--- src/logic/isd_defines.vh ---
// Constants of the input source detect sequencer
// Operation
// - Accept the supply only below overvoltage and not weak under the test load.
// - A passing qualification sets power-good and pulses the host interrupt; no pulse if power-good was already set.
// - A weak source is rechecked at a fixed retry interval until it passes.
// - Detection runs on every attach unless held high-impedance in host mode.
// - After detection software may rewrite the input limit field; it is applied.
// - Data contact detection starts only with supply present and power-good set.
// - Contact detect enables D+ source and D- pull-down, waits bounded for D+ low.
// - Primary detect drives D+ source, D- sink; low D- host, high D- port.
// - Contact timeout with floating lines selects 100 mA and source code 00.
// - Host gives code 01 with 100/500 mA by boost pin; port gives 10, 1.5 A.
// - Low-current host with good battery enters high-impedance and sets its bit.
// - In host mode high-impedance holds until software writes the bit to zero.
// - In default mode removal clears the high-impedance bit; next attach redetects.
// - Force-detection bit reruns detection and clears itself when detection ends.
// - After the limit is set the converter runs; battery switch off if charge disabled.
// - Below soft-start rail level force 100 mA, else lower of register and pin.
// - Boost needs battery level, low VBUS, pin high, config 10 and a delay.
// - While boosting the source type field reads all ones.
// - Minimum system voltage comes from a three-bit field with a default.
// - Status bit follows minimum system voltage regulation.
// - Reset returns every register to default and the bus is usable.
`ifndef ISD_DEFINES_VH
`define ISD_DEFINES_VH
// Clock rate in kHz, times in ms, qualification settle in cycles
`define ISD_CLK_KHZ 200000
`define ISD_RETRY_MS 2000
`define ISD_DCD_MIN_MS 40
`define ISD_DCD_MAX_MS 500
`define ISD_PRIM_MS 40
`define ISD_BOOST_MS 220
`define ISD_QUAL_SETTLE 32'h0000_0008
// Register byte offsets
`define ISD_OFS_INPUT 8'h00
`define ISD_OFS_POWER 8'h04
`define ISD_OFS_MISC 8'h08
`define ISD_OFS_STATUS 8'h0C
// Field positions
`define ISD_HIZ_BIT 7
`define ISD_LIM_MSB 2
`define ISD_CFG_MSB 5
`define ISD_CFG_LSB 4
`define ISD_MINSYS_MSB 3
`define ISD_MINSYS_LSB 1
`define ISD_LOWBAT_BIT 0
`define ISD_FORCE_BIT 7
`define ISD_HOSTMODE_BIT 0
`define ISD_SRC_MSB 7
`define ISD_SRC_LSB 6
`define ISD_PG_BIT 2
`define ISD_BOOST_BIT 1
`define ISD_MINREG_BIT 0
// Input limit codes
`define ISD_LIM_100 3'h0
`define ISD_LIM_500 3'h2
`define ISD_LIM_1500 3'h5
// Source type codes
`define ISD_SRC_NONE 2'h0
`define ISD_SRC_HOST 2'h1
`define ISD_SRC_PORT 2'h2
`define ISD_SRC_BOOST 2'h3
// Charge configuration codes
`define ISD_CFG_CHARGE 2'h1
`define ISD_CFG_BOOST 2'h2
// Reset values
`define ISD_RST_LIM 3'h0
`define ISD_RST_CFG 2'h1
`define ISD_RST_MINSYS 3'h5
`endif

--- src/logic/isd_timer.v ---
// Saturating cycle counter used for all sequencer intervals
`timescale 1ns/10ps
`default_nettype none
module isd_timer (
  // Clock and reset
  input wire mclk,
  input wire sys_rst,
  // Control
  input wire clr,
  // Count
  output reg [31:0] cnt_r
);
  // Saturation keeps a long wait from wrapping into a false early timeout
  always @(posedge mclk or posedge sys_rst) begin
    if (sys_rst) begin
      cnt_r <= 32'h0000_0000;
    end else if (clr) begin
      cnt_r <= 32'h0000_0000;
    end else if (cnt_r != 32'hFFFF_FFFF) begin
      cnt_r <= cnt_r + 32'h0000_0001;
    end
  end
endmodule // isd_timer
`default_nettype wire

--- src/logic/isd_input_detect.v ---
// Input source qualification, D+/D- detection and limit sequencer
//
// Chosen here: the APB register port and the register addresses.
`timescale 1ns/10ps
`default_nettype none
`include "isd_defines.vh"
module isd_input_detect #(
  parameter [31:0] RETRY_CYC = `ISD_RETRY_MS * `ISD_CLK_KHZ,
  parameter [31:0] DCD_MIN_CYC = `ISD_DCD_MIN_MS * `ISD_CLK_KHZ,
  parameter [31:0] DCD_MAX_CYC = `ISD_DCD_MAX_MS * `ISD_CLK_KHZ,
  parameter [31:0] PRIM_CYC = `ISD_PRIM_MS * `ISD_CLK_KHZ,
  parameter [31:0] BOOST_CYC = `ISD_BOOST_MS * `ISD_CLK_KHZ
) (
  // Clock and reset
  input wire mclk,
  input wire sys_rst,
  // APB slave
  input wire psel,
  input wire penable,
  input wire pwrite,
  input wire [7:0] paddr,
  input wire [31:0] pwdata,
  output reg [31:0] prdata,
  output reg pready,
  output reg pslverr,
  // Supply comparators
  input wire vbusPresent,
  input wire vbusOverVolt,
  input wire vbusWeak,
  input wire vbusBelowSleep,
  input wire batAboveGood,
  input wire batAboveLowA,
  input wire batAboveLowB,
  input wire sysBelowSoftStart,
  input wire sysInMinReg,
  // Data line comparators
  input wire dpLow,
  input wire dmHigh,
  // Pins
  input wire boostRequestPin,
  input wire [2:0] currentLimitPin,
  // Analog controls
  output reg testLoadEn_r,
  output reg dpSrcEn_r,
  output reg dmPullDnEn_r,
  output reg dpVoltSrcEn_r,
  output reg dmSinkEn_r,
  output reg regulatorEn_r,
  output reg converterEn_r,
  output reg batterySwitchOn_r,
  output reg boostEn_r,
  output reg [2:0] inputLimit_r,
  output reg [2:0] minSysSel_r,
  // Host notification
  output reg hostInt_r
);
  localparam [7:0] ST_IDLE = 8'h01;
  localparam [7:0] ST_QUAL = 8'h02;
  localparam [7:0] ST_RETRY = 8'h04;
  localparam [7:0] ST_DCD = 8'h08;
  localparam [7:0] ST_PRIM = 8'h10;
  localparam [7:0] ST_RUN = 8'h20;
  localparam [7:0] ST_HIZ = 8'h40;
  localparam [7:0] ST_BOOST = 8'h80;
  // States that end when the supply goes away
  localparam [7:0] ATTACH_MASK = 8'h3E;

  reg [7:0] state_r;
  reg [7:0] stateNxt;
  reg hizCtrl_r;
  reg [2:0] limitField_r;
  reg [1:0] chgCfg_r;
  reg [2:0] minSys_r;
  reg lowBatSel_r;
  reg forceDet_r;
  reg hostMode_r;
  reg pgood_r;
  reg [1:0] srcType_r;
  reg minSysReg_r;
  reg [2:0] statusPrev_r;
  reg detDone;
  reg detHiz;
  reg qualPass;
  reg [1:0] detCode;
  reg [2:0] detLimit;
  reg [1:0] srcTypeNxt;
  reg [2:0] pinOrReg;
  reg [31:0] rdVal;
  reg mapped;
  wire [31:0] tmrCnt;
  wire tmrClr;
  wire wrEn;
  wire batLowOk;
  wire boostOk;
  wire chgEn;

  ////////////////////////////////////////////////////////////////////////////
  // Interval timer
  // Outside idle the timer restarts on every state change; in idle it only
  // runs while the boost conditions hold, so the delay is continuous
  assign tmrClr = (stateNxt != state_r) || ((state_r == ST_IDLE) && !boostOk);
  isd_timer u_timer (
    .mclk(mclk),
    .sys_rst(sys_rst),
    .clr(tmrClr),
    .cnt_r(tmrCnt)
  );

  assign batLowOk = lowBatSel_r ? batAboveLowB : batAboveLowA;
  assign boostOk = batLowOk && vbusBelowSleep && boostRequestPin &&
                   (chgCfg_r == `ISD_CFG_BOOST);
  assign chgEn = (chgCfg_r == `ISD_CFG_CHARGE);

  ////////////////////////////////////////////////////////////////////////////
  // Sequencer
  always @* begin
    stateNxt = state_r;
    detDone = 1'b0;
    detHiz = 1'b0;
    qualPass = 1'b0;
    detCode = srcType_r;
    detLimit = limitField_r;
    case (state_r)
      ST_IDLE: begin
        if (vbusPresent && !vbusBelowSleep) begin
          if (hizCtrl_r && hostMode_r) begin
            stateNxt = ST_HIZ;
          end else begin
            stateNxt = ST_QUAL;
          end
        end else if (boostOk && (tmrCnt >= BOOST_CYC)) begin
          stateNxt = ST_BOOST;
        end
      end
      ST_QUAL: begin
        // Overvoltage simply holds here until the supply drops back
        if (tmrCnt >= `ISD_QUAL_SETTLE) begin
          if (vbusWeak) begin
            stateNxt = ST_RETRY;
          end else if (!vbusOverVolt) begin
            qualPass = 1'b1;
            stateNxt = ST_DCD;
          end
        end
      end
      ST_RETRY: begin
        if (tmrCnt >= RETRY_CYC) begin
          stateNxt = ST_QUAL;
        end
      end
      ST_DCD: begin
        if ((tmrCnt >= DCD_MIN_CYC) && dpLow) begin
          stateNxt = ST_PRIM;
        end else if (tmrCnt >= DCD_MAX_CYC) begin
          detDone = 1'b1;
          detCode = `ISD_SRC_NONE;
          detLimit = `ISD_LIM_100;
          stateNxt = ST_RUN;
        end
      end
      ST_PRIM: begin
        if (tmrCnt >= PRIM_CYC) begin
          detDone = 1'b1;
          if (dmHigh) begin
            detCode = `ISD_SRC_PORT;
            detLimit = `ISD_LIM_1500;
            stateNxt = ST_RUN;
          end else begin
            detCode = `ISD_SRC_HOST;
            detLimit = boostRequestPin ? `ISD_LIM_500 : `ISD_LIM_100;
            if (!boostRequestPin && batAboveGood) begin
              detHiz = 1'b1;
              stateNxt = ST_HIZ;
            end else begin
              stateNxt = ST_RUN;
            end
          end
        end
      end
      ST_RUN: begin
        if (hizCtrl_r) begin
          stateNxt = ST_HIZ;
        end else if (forceDet_r) begin
          stateNxt = ST_DCD;
        end
      end
      ST_HIZ: begin
        if (!hizCtrl_r) begin
          stateNxt = vbusPresent ? ST_QUAL : ST_IDLE;
        end
      end
      ST_BOOST: begin
        if (!boostOk) begin
          stateNxt = ST_IDLE;
        end
      end
      default: begin
        stateNxt = ST_IDLE;
      end
    endcase
    if (!vbusPresent && ((state_r & ATTACH_MASK) != 8'h00)) begin
      stateNxt = ST_IDLE;
    end
  end

  // Source type: boost overrides, leaving boost clears, detection reports
  always @* begin
    srcTypeNxt = srcType_r;
    if (stateNxt == ST_BOOST) begin
      srcTypeNxt = `ISD_SRC_BOOST;
    end else if (state_r == ST_BOOST) begin
      srcTypeNxt = `ISD_SRC_NONE;
    end else if (detDone) begin
      srcTypeNxt = detCode;
    end
  end

  // Limit codes rise with current, so the lower code is the lower limit
  always @* begin
    if (limitField_r < currentLimitPin) begin
      pinOrReg = limitField_r;
    end else begin
      pinOrReg = currentLimitPin;
    end
  end

  always @(posedge mclk or posedge sys_rst) begin
    if (sys_rst) begin
      state_r <= ST_IDLE;
      pgood_r <= 1'b0;
      srcType_r <= `ISD_SRC_NONE;
      minSysReg_r <= 1'b0;
      statusPrev_r <= 3'h0;
      hostInt_r <= 1'b0;
      testLoadEn_r <= 1'b0;
      dpSrcEn_r <= 1'b0;
      dmPullDnEn_r <= 1'b0;
      dpVoltSrcEn_r <= 1'b0;
      dmSinkEn_r <= 1'b0;
      regulatorEn_r <= 1'b0;
      converterEn_r <= 1'b0;
      batterySwitchOn_r <= 1'b1;
      boostEn_r <= 1'b0;
      inputLimit_r <= `ISD_LIM_100;
      minSysSel_r <= `ISD_RST_MINSYS;
    end else begin
      state_r <= stateNxt;
      if (qualPass) begin
        pgood_r <= 1'b1;
      end else if (!vbusPresent) begin
        pgood_r <= 1'b0;
      end
      srcType_r <= srcTypeNxt;
      minSysReg_r <= sysInMinReg;
      statusPrev_r <= {srcType_r, pgood_r};
      hostInt_r <= ({srcType_r, pgood_r} != statusPrev_r);
      testLoadEn_r <= (stateNxt == ST_QUAL);
      dpSrcEn_r <= (stateNxt == ST_DCD);
      dmPullDnEn_r <= (stateNxt == ST_DCD);
      dpVoltSrcEn_r <= (stateNxt == ST_PRIM);
      dmSinkEn_r <= (stateNxt == ST_PRIM);
      regulatorEn_r <= (stateNxt != ST_HIZ) && (stateNxt != ST_IDLE);
      converterEn_r <= (stateNxt == ST_RUN);
      batterySwitchOn_r <= !((stateNxt == ST_RUN) && !chgEn);
      boostEn_r <= (stateNxt == ST_BOOST);
      inputLimit_r <= sysBelowSoftStart ? `ISD_LIM_100 : pinOrReg;
      minSysSel_r <= minSys_r;
    end
  end

  ////////////////////////////////////////////////////////////////////////////
  // APB register file
  assign wrEn = psel && penable && pready && pwrite && mapped;

  always @* begin
    rdVal = 32'h0000_0000;
    mapped = 1'b1;
    case (paddr)
      `ISD_OFS_INPUT: begin
        rdVal[`ISD_HIZ_BIT] = hizCtrl_r;
        rdVal[`ISD_LIM_MSB:0] = limitField_r;
      end
      `ISD_OFS_POWER: begin
        rdVal[`ISD_CFG_MSB:`ISD_CFG_LSB] = chgCfg_r;
        rdVal[`ISD_MINSYS_MSB:`ISD_MINSYS_LSB] = minSys_r;
        rdVal[`ISD_LOWBAT_BIT] = lowBatSel_r;
      end
      `ISD_OFS_MISC: begin
        rdVal[`ISD_FORCE_BIT] = forceDet_r;
        rdVal[`ISD_HOSTMODE_BIT] = hostMode_r;
      end
      `ISD_OFS_STATUS: begin
        rdVal[`ISD_SRC_MSB:`ISD_SRC_LSB] = srcType_r;
        rdVal[`ISD_PG_BIT] = pgood_r;
        rdVal[`ISD_BOOST_BIT] = (state_r == ST_BOOST);
        rdVal[`ISD_MINREG_BIT] = minSysReg_r;
      end
      default: begin
        mapped = 1'b0;
      end
    endcase
  end

  // One wait-free access cycle: answer is prepared at the setup edge
  always @(posedge mclk or posedge sys_rst) begin
    if (sys_rst) begin
      prdata <= 32'h0000_0000;
      pready <= 1'b0;
      pslverr <= 1'b0;
    end else if (psel && !penable) begin
      prdata <= rdVal;
      pready <= 1'b1;
      pslverr <= !mapped;
    end else begin
      pready <= 1'b0;
      pslverr <= 1'b0;
    end
  end

  always @(posedge mclk or posedge sys_rst) begin
    if (sys_rst) begin
      hizCtrl_r <= 1'b0;
      limitField_r <= `ISD_RST_LIM;
      chgCfg_r <= `ISD_RST_CFG;
      minSys_r <= `ISD_RST_MINSYS;
      lowBatSel_r <= 1'b0;
      forceDet_r <= 1'b0;
      hostMode_r <= 1'b0;
    end else begin
      if (wrEn && (paddr == `ISD_OFS_INPUT)) begin
        hizCtrl_r <= pwdata[`ISD_HIZ_BIT];
        limitField_r <= pwdata[`ISD_LIM_MSB:0];
      end else if (!hostMode_r && !vbusPresent) begin
        hizCtrl_r <= 1'b0;
      end
      // Hardware set wins over any software value in the same cycle
      if (detHiz) begin
        hizCtrl_r <= 1'b1;
      end
      if (detDone) begin
        limitField_r <= detLimit;
      end
      if (wrEn && (paddr == `ISD_OFS_POWER)) begin
        chgCfg_r <= pwdata[`ISD_CFG_MSB:`ISD_CFG_LSB];
        minSys_r <= pwdata[`ISD_MINSYS_MSB:`ISD_MINSYS_LSB];
        lowBatSel_r <= pwdata[`ISD_LOWBAT_BIT];
      end
      if (wrEn && (paddr == `ISD_OFS_MISC)) begin
        forceDet_r <= pwdata[`ISD_FORCE_BIT];
        hostMode_r <= pwdata[`ISD_HOSTMODE_BIT];
      end else if (detDone) begin
        forceDet_r <= 1'b0;
      end
    end
  end
endmodule // isd_input_detect
`default_nettype wire

--- config.mk ---
export PLATFORM = sky130hd
export DESIGN_NAME = isd_input_detect
export DESIGN_NICKNAME = d
export VERILOG_FILES = /design/src/logic/isd_timer.v /design/src/logic/isd_input_detect.v
export VERILOG_INCLUDE_DIRS = /design/src /design/src/logic
export SDC_FILE = /design/constraint.sdc
export NUM_CORES = 1
export LEC_CHECK = 0
export ABC_CLOCK_PERIOD_IN_PS = 5800
export BUFFER_PORTS_ARGS = -buffer_cell sky130_fd_sc_hd__buf_2
export CAP_MARGIN = 30
export CORE_ASPECT_RATIO = 0.75
export CORE_MARGIN = 5
export CORE_UTILIZATION = 61
export CTS_BUF_LIST = sky130_fd_sc_hd__clkbuf_4
export DETAILED_ROUTE_END_ITERATION = 10
export PLACE_DENSITY = 0.87
export SLEW_MARGIN = 5
export SYNTH_ARGS = -nofsm -noshare
export SYNTH_HDL_FRONTEND = slang
export SYNTH_SLANG_ARGS = --single-unit
export TNS_END_PERCENT = 100
--- constraint.sdc ---
create_clock -name mclk -period 5.8 [get_ports mclk]
set_clock_uncertainty 0.15 [all_clocks]
set_input_delay 0.29 -clock mclk [delete_from_list [all_inputs] [get_ports mclk]]
set_output_delay 0.29 -clock mclk [all_outputs]
set_load 0.02 [all_outputs]
==> results of run 1 <==
==> flip-flops by register name, indices dropped and copies added, names as in the netlist, 2 cells and up <==
register / flops
chgCfg_r: 2
inputLimit_r: 3
limitField_r: 3
minSysSel_r: 3
minSys_r: 3
prdata: 8
srcType_r: 2
state_r: 8
statusPrev_r: 3
u_timer.cnt_r: 32
==> worst max-delay path by stage <==
stage | from | endpoint
5_1_grt | state_r[3]$_DFF_PP0_ | u_timer.cnt_r[1]$_DFFE_PP0P_
4_1_cts | state_r[3]$_DFF_PP0_ | u_timer.cnt_r[31]$_DFFE_PP0P_
3_3_place_gp | state_r[3]$_DFF_PP0_ | u_timer.cnt_r[31]$_DFFE_PP0P_
6_report | state_r[3]$_DFF_PP0_ | u_timer.cnt_r[31]$_DFFE_PP0P_
2_1_floorplan | u_timer.cnt_r[29]$_DFFE_PP0P_ | u_timer.cnt_r[0]$_DFFE_PP0P_
3_5_place_dp | state_r[3]$_DFF_PP0_ | u_timer.cnt_r[31]$_DFFE_PP0P_
==> metal layers <==
metal,part of all wire [%],routed length [microns],up-vias
li1,-,-,1937
met1,43,5250,2013
met2,45,5490,248
met3,11,1320,18
met4,1.3,163,0
met5,0,0,-
==> stage by stage <==
stage,utilization (%),total power [W],hold slack (ps),area [sq um]
global route,68.5,0.00130,17.3,5380
finish,68.5,0.00124,16.7,5380
floorplan,-,0.000874,171,4960
detailed placement,65.4,0.000926,208,5130
CTS,68.5,0.00124,1.97,5380
global placement,65.1,0.000919,211,5110
==> area by class of cell <==
cell class	instances	area [sq um]
Fill cell	629	2470
Sequential cell	83	2090
Clock inverter	6	46.3
Inverter	13	50.0
Tap cell	105	131
Multi-Input combinational cell	395	2510
Antenna cell	1	2.50
Timing Repair Buffer	77	478
Clock buffer	10	75.1
==> cells by family (layout without fill, tap and decap cells) <==
family	count (synthesis)	count (layout)	synth area share, %
muxes	19	19	4.44
and+or+nand+nor	241	241	27.3
DFF	83	83	42.8
buffers and inverters	64	106	7.59
xor gates and xnor gates	32	32	5.74
AOI/OAI and AO/OA	75	75	11.0
adders and majority gates	4	4	1.03
other	1	25	0.0769
==> critical path: cells and delay by family, from the launching register on <==
kind | cells | cell delay (ps)
and+or+nand+nor | 4 | 1760
AOI/OAI and AO/OA | 4 | 1070
DFF | 1 | 540
==> cells in the final DEF, fill, tap and decap left out, types with 5 or more instances in the layout <==
master | Yosys | routed
dfrtp_1 | 76 | 76
buf_2 | 2 | 60
nor2_1 | 46 | 46
nand2_1 | 44 | 44
nand3_1 | 28 | 28
conb_1 | 1 | 24
nor3_1 | 22 | 22
a21oi_1 | 17 | 17
nand4_1 | 16 | 16
xnor2_1 | 16 | 16
xor2_1 | 16 | 16
o21ai_0 | 13 | 13
inv_1 | 13 | 12
nor2_2 | 12 | 12
dlygate4sd3_1 | 0 | 12
mux2_2 | 11 | 11
clkbuf_4 | 0 | 10
nor4_1 | 9 | 9
and3_1 | 7 | 7
mux2i_1 | 7 | 7
dfstp_2 | 7 | 7
or3_1 | 6 | 6
and4_1 | 5 | 5
and2_1 | 5 | 5
nand2b_1 | 5 | 5
nand4b_1 | 5 | 5
or4_1 | 5 | 5
nor2b_1 | 5 | 5
a21o_1 | 5 | 5
==> timing repair <==
action	in CTS	in global routing
hold buffers	12	0
endpoints found under the hold margin	33	0
setup buffers	0	0
==> power by group <==
part           switching (W)  total (W)  internal [W]
registers          0.0000244   0.000625      0.000601
logic               0.000206   0.000299     0.0000932
clock network       0.000217   0.000314     0.0000971
total               0.000447    0.00124      0.000791
==> impl_metrics.csv, run 1 <==
group,metric,value,unit
floorplanning,start_util,62.2,%
timing,relSlewSlack,34.3,%
synth,yosysMostFrequentCell,"dfrtp_1",
clock_tree,clk_latency,440,ps
finish,drive_gt1_share,21.9,%
finish,final_cells,690,
global_routing,grt_usage,25.4,%
detailed_routing,drt_first_iter_violations,481,
detailed_routing,wl_per_cell,17.7,microns
setup_path,path_max_fanout,24,
finish,area_delta_synth_final,10.2,%
global_routing,grt_pass1_vias,3942,
floorplanning,row_count,28,
synth,synth_edf_count,0,
global_routing,grt_pass1_wl,20000,microns
hold_path,hp-start,"currentLimitPin[1]",
finish,nets,643,
hold_path,hold_path_end,"inputLimit_r[1]$_DFF_PP0_",
synth,synth_top_cell_by_area,"dfrtp_1",
placed_design,place.gp.congestion,0.924,
timing,fin_crit_sh,62.4,%
synth,synth_warnings,0,
global_routing,met2_usage,37.9,%
detailed_routing,drtAntennaViolNets,0,
synth,async_flop_share,100,%
setup_path,crit_chain,"nor4_2 -> nand4b_1 -> nand4_1 -> o21a_1 -> a21oi_1 -> a2111o_1 -> nand4b_4 -> a21oi_1",
synth,synth_top_area_share,39.0,%
hold_path,hold_depth,3,
floorplanning,dieArea,0.00990,sq mm
clock_tree,cts_sinks,83,
synth,ys_seq_area_share,42.8,%
global_routing,grt_max_degree,61,
clock_tree,cts-root-buf,"clkbuf_4",
timing,hold_viol,0,
detailed_routing,wirelength,12200,microns
synth,syn_avg_cell_area,9.40,sq um
detailed_routing,viasPerCell,6.11,
placed_design,preCtsSetupSlack,2260,ps
synth,yosys_most_used_dff,"dfrtp_1",
setup_path,reg2regPathDepth,8,
clock_tree,htree_num_levels,3,
setup_path,cp_slowest_stage_delay,610,ps
clock_tree,cts_resized,0,
detailed_routing,drc,0,
clock_tree,cts_tree,"yes",
setup_path,critPathRequiredTime,6010,ps
hold_path,hp-class,"input pin to flop",
clock_tree,clkTransAtPathRegs,140,ps
placed_design,placed_cells,661,
floorplanning,core_region_area,0.00785,sq mm
outcome,status,"completed",
run,maxCapViolations,0,
setup_path,worst_r2r_endpoint,"u_timer.cnt_r[31]$_DFFE_PP0P_",
global_routing,met3_usage,5.69,%
setup_path,crit_slowest_cell,"nor4_2",
timing,setup-violations-final,0,
floorplanning,pin_count,110,
timing,finalMaxSlewViolations,0,
setup_path,crit_path_end_kind,"flop",
detailed_routing,vias,4216,
setup_path,cp.arrival,3820,ps
setup_path,critPathLaunchType,"flop",
global_routing,antenna_found_initial,0,
synth,ys_ff_latch,83,
synth,synth_area_leaders,"dfrtp_1, buf_4, dfstp_2",
floorplanning,die_w,113,microns
clock_tree,clockBufferDepth,2,
timing,tns,0,ps
placed_design,dp_hpwl,9160,microns
setup_path,worstReg2RegStart,"state_r[3]$_DFF_PP0_",
floorplanning,dieHeight,87.4,microns
global_routing,use_met1,37.5,%
global_routing,grt_overflow,0,
synth,synth_common_cells,"dfrtp_1, nor2_1, nand2_1, nand3_1, buf_4",
setup_path,critPathMostFrequentCell,"a21oi_1",
synth,yosysUniqueCellTypes,72,
global_routing,grt_busiest_layer,"met2",
synth,syn_inst,519,
placed_design,port-buffer-count,60,
pwr,power.density,230,mW/mm^2
pwr,peakVddDrop,0.121,mV
timing,clock.fmax,276,MHz
synth,syn-cell-area,0.00488,sq mm
setup_path,rrSetupSlack,2180,ps
timing,fin_crit,3620,ps
timing,fin_ws,2180,ps
timing,rsz0062_at_grt,"false",
setup_path,path_class,"flop to flop",
pwr,leakagePower,2.41,nW
timing,worstMarginPinSlew,977,ps
clock_tree,numCtsBuffers,9,
detailed_routing,drt_pass1_iterations,6,
Power figures use the tool's default switching activity.
==> inputs of run 2 (changes only) <==
--- a/config.mk
+++ b/config.mk
@@ -6,15 +6,15 @@
 export SDC_FILE = /design/constraint.sdc
 export NUM_CORES = 1
 export LEC_CHECK = 0
-export ABC_CLOCK_PERIOD_IN_PS = 5800
+export ABC_CLOCK_PERIOD_IN_PS = 3730
 export BUFFER_PORTS_ARGS = -buffer_cell sky130_fd_sc_hd__buf_2
 export CAP_MARGIN = 30
 export CORE_ASPECT_RATIO = 0.75
 export CORE_MARGIN = 5
-export CORE_UTILIZATION = 61
+export CORE_UTILIZATION = 56
 export CTS_BUF_LIST = sky130_fd_sc_hd__clkbuf_4
 export DETAILED_ROUTE_END_ITERATION = 10
-export PLACE_DENSITY = 0.87
+export PLACE_DENSITY = 0.8
 export SLEW_MARGIN = 5
 export SYNTH_ARGS = -nofsm -noshare
 export SYNTH_HDL_FRONTEND = slang
==> constraint.sdc (replaced) <==
create_clock -name mclk -period 3.73 [get_ports mclk]
set_clock_uncertainty 0.15 [all_clocks]
set_input_delay 0.1865 -clock mclk [delete_from_list [all_inputs] [get_ports mclk]]
set_output_delay 0.1865 -clock mclk [all_outputs]
set_load 0.02 [all_outputs]
==> run 2 against run 1 <==
Effect of this change:
- cell count rose by 3.3%
- sequential cell count did not move
- combinational power rose by 63%
- sequential share of layout area fell by 1.4 points
- register-to-register slack got worse by 1900 ps
- clock-buffer cell count fell by 1
- critical path type unchanged
- highest routed layer unchanged
==> impl_metrics.csv, run 2 (synthesized netlist as in run 1, its figures left out) <==
group,metric,value,unit
outcome,status,"completed",
pwr,leakagePower,2.50,nW
placed_design,dp_hpwl,9310,microns
floorplanning,core_region_area,0.00849,sq mm
detailed_routing,drt_pass1_iterations,5,
finish,ff_latch_area,0.00209,sq mm
timing,setup-violations-final,0,
hold_path,hp-class,"input pin to flop",
detailed_routing,wl_per_cell,18.1,microns
timing,fin_crit_sh,91.3,%
placed_design,port-buffer-count,60,
pwr,p_total,0.00203,W
global_routing,antenna_found_initial,0,
setup_path,path_class,"flop to flop",
finish,drive_gt1_share,22.3,%
timing,relSlewSlack,54.6,%
finish,nets,664,
global_routing,grt_pass1_wl,21400,microns
finish,largest_reg_flops,32,
pwr,peakVddDrop,0.385,mV
clock_tree,clockBufferDepth,2,
global_routing,grt_max_degree,39,
detailed_routing,viasPerCell,6.00,
global_routing,grt_usage,24.6,%
floorplanning,pin_count,110,
floorplanning,die_w,118,microns
floorplanning,dieHeight,90.8,microns
detailed_routing,drc,0,
detailed_routing,wirelength,12900,microns
setup_path,path_max_fanout,24,
setup_path,crit_chain,"nor4_2 -> nand4b_1 -> nand4_1 -> o21ai_0 -> a211oi_1 -> a2111o_1 -> nand4b_4 -> a21oi_1",
timing,tns,0,ps
timing,worstMarginPinSlew,679,ps
clock_tree,cts_sinks,83,
detailed_routing,vias,4275,
floorplanning,row_count,29,
clock_tree,clkTransAtPathRegs,150,ps
finish,multiInputGateArea,0.00251,sq mm
setup_path,crit_slowest_cell,"dfstp_2",
global_routing,grt_pass1_vias,4161,
setup_path,critPathRequiredTime,3940,ps
setup_path,cp.arrival,3620,ps
global_routing,grt_overflow,0,
setup_path,critPathLaunchType,"flop",
pwr,power.density,363,mW/mm^2
clock_tree,numCtsBuffers,9,
timing,finalMaxSlewViolations,0,
clock_tree,post_cts_buffers,0,
finish,layout_common_cells,"dfrtp_1, buf_2, nor2_1",
floorplanning,start_util,57.5,%
clock_tree,htree_num_levels,3,
finish,area_delta_synth_final,14.5,%
setup_path,cp_slowest_stage_delay,680,ps
detailed_routing,drtAntennaViolNets,0,
detailed_routing,drt_first_iter_violations,544,
finish,fill_cells,710,
finish,regMostFlops,"u_timer.cnt_r",
timing,rsz0062_at_grt,"false",
finish,final_common_cell,"dfrtp_1",
timing,clock.fmax,294,MHz
timing,hold_viol,0,
clock_tree,clk_latency,470,ps
floorplanning,dieArea,0.0107,sq mm
timing,fin_crit,3410,ps
placed_design,place.gp.congestion,0.976,
clock_tree,cts-root-buf,"clkbuf_4",
finish,diodes,0,
setup_path,crit_path_end_kind,"flop",
setup_path,rrSetupSlack,320,ps
run,maxCapViolations,0,
clock_tree,cts_tree,"yes",
finish,largestRegisters,"u_timer.cnt_r (32), prdata (8), state_r (8)",
[run 2: changes by cell type in the layout (fill, tap and decap cells not counted), moves of 2 or more]
| cell | before | now |
|---|---|---|
| inv_8 | 0 | 2 |
| buf_4 | 4 | 11 |
| inv_6 | 3 | 1 |
| dlygate4sd3_1 | 12 | 27 |
[run 2: per-stage QoR]
| step | worst slack [ps] | hold slack [ps] | cells | instance area (sq um) | util (%) |
|---|---|---|---|---|---|
| after global routing | 112 | 17.9 | 713 | 5590 | 65.8 |
| after CTS | 343 | 21.9 | 713 | 5590 | 65.8 |
| after floorplan | 810 | 67.9 | 542 | 4960 | - |
| after detailed placement | 365 | 148 | 670 | 5160 | 60.8 |
| after global placement | 445 | 143 | 670 | 5160 | 60.8 |
| final | 323 | 35.7 | 713 | 5590 | 65.8 |
[run 2: repair_timing]
action                                  4_1_cts  5_1_grt
resized for setup                             0        0
endpoints found under the setup margin        0        0
hold buffers                                 27        0
endpoints found under the hold margin        64        0
[run 2: power by group]
group | internal [W] | leakage, nW | switching [W] | total, W
clock | 0.000217 | 0.0766 | 0.000355 | 0.000571
combinational | 0.000153 | 1.31 | 0.000333 | 0.000486
sequential | 0.000935 | 1.12 | 0.0000379 | 0.000972
total | 0.00130 | 2.50 | 0.000725 | 0.00203
[run 2: layout make-up]
class,count,area share (%)
Tap cell,108,2.42
Sequential cell,83,37.3
Clock inverter,7,1.52
Inverter,13,0.896
Multi-Input combinational cell,395,44.9
Timing Repair Buffer,98,11.7
Clock buffer,9,1.21
[run 2: critical path: cells and delay by family, from the launching register on]
| kind | cells | cell delay (ps) |
|---|---|---|
| AO/OA/AOI/OAI | 4 | 1440 |
| AND/OR/NAND/NOR | 4 | 1040 |
| flip-flops | 1 | 680 |
[run 2: worst paths after layout]
path,end,from,cells past startpoint
worst max-delay path,u_timer.cnt_r[1]$_DFFE_PP0P_,state_r[0]$_DFF_PP1_,8
worst min-delay path,prdata[4]$_DFFE_PP0P_,paddr[1],6
worst max register to register,u_timer.cnt_r[1]$_DFFE_PP0P_,state_r[0]$_DFF_PP1_,8
worst min register to register,minSysSel_r[2]$_DFF_PP1_,minSys_r[2]$_DFFE_PP1P_,0
max in group asynchronous,minSys_r[2]$_DFFE_PP1P_,sys_rst,4
min in group asynchronous,state_r[5]$_DFF_PP0_,sys_rst,3
[run 2: per-layer routing]
layer | up-vias | track usage [%] | routed length (microns)
met3 | 11 | 7.01 | 1310
li1 | 1992 | - | -
met4 | 0 | 5.83 | 116
met2 | 252 | 36.2 | 5800
met1 | 2020 | 36.0 | 5650
met5 | - | 0 | 0
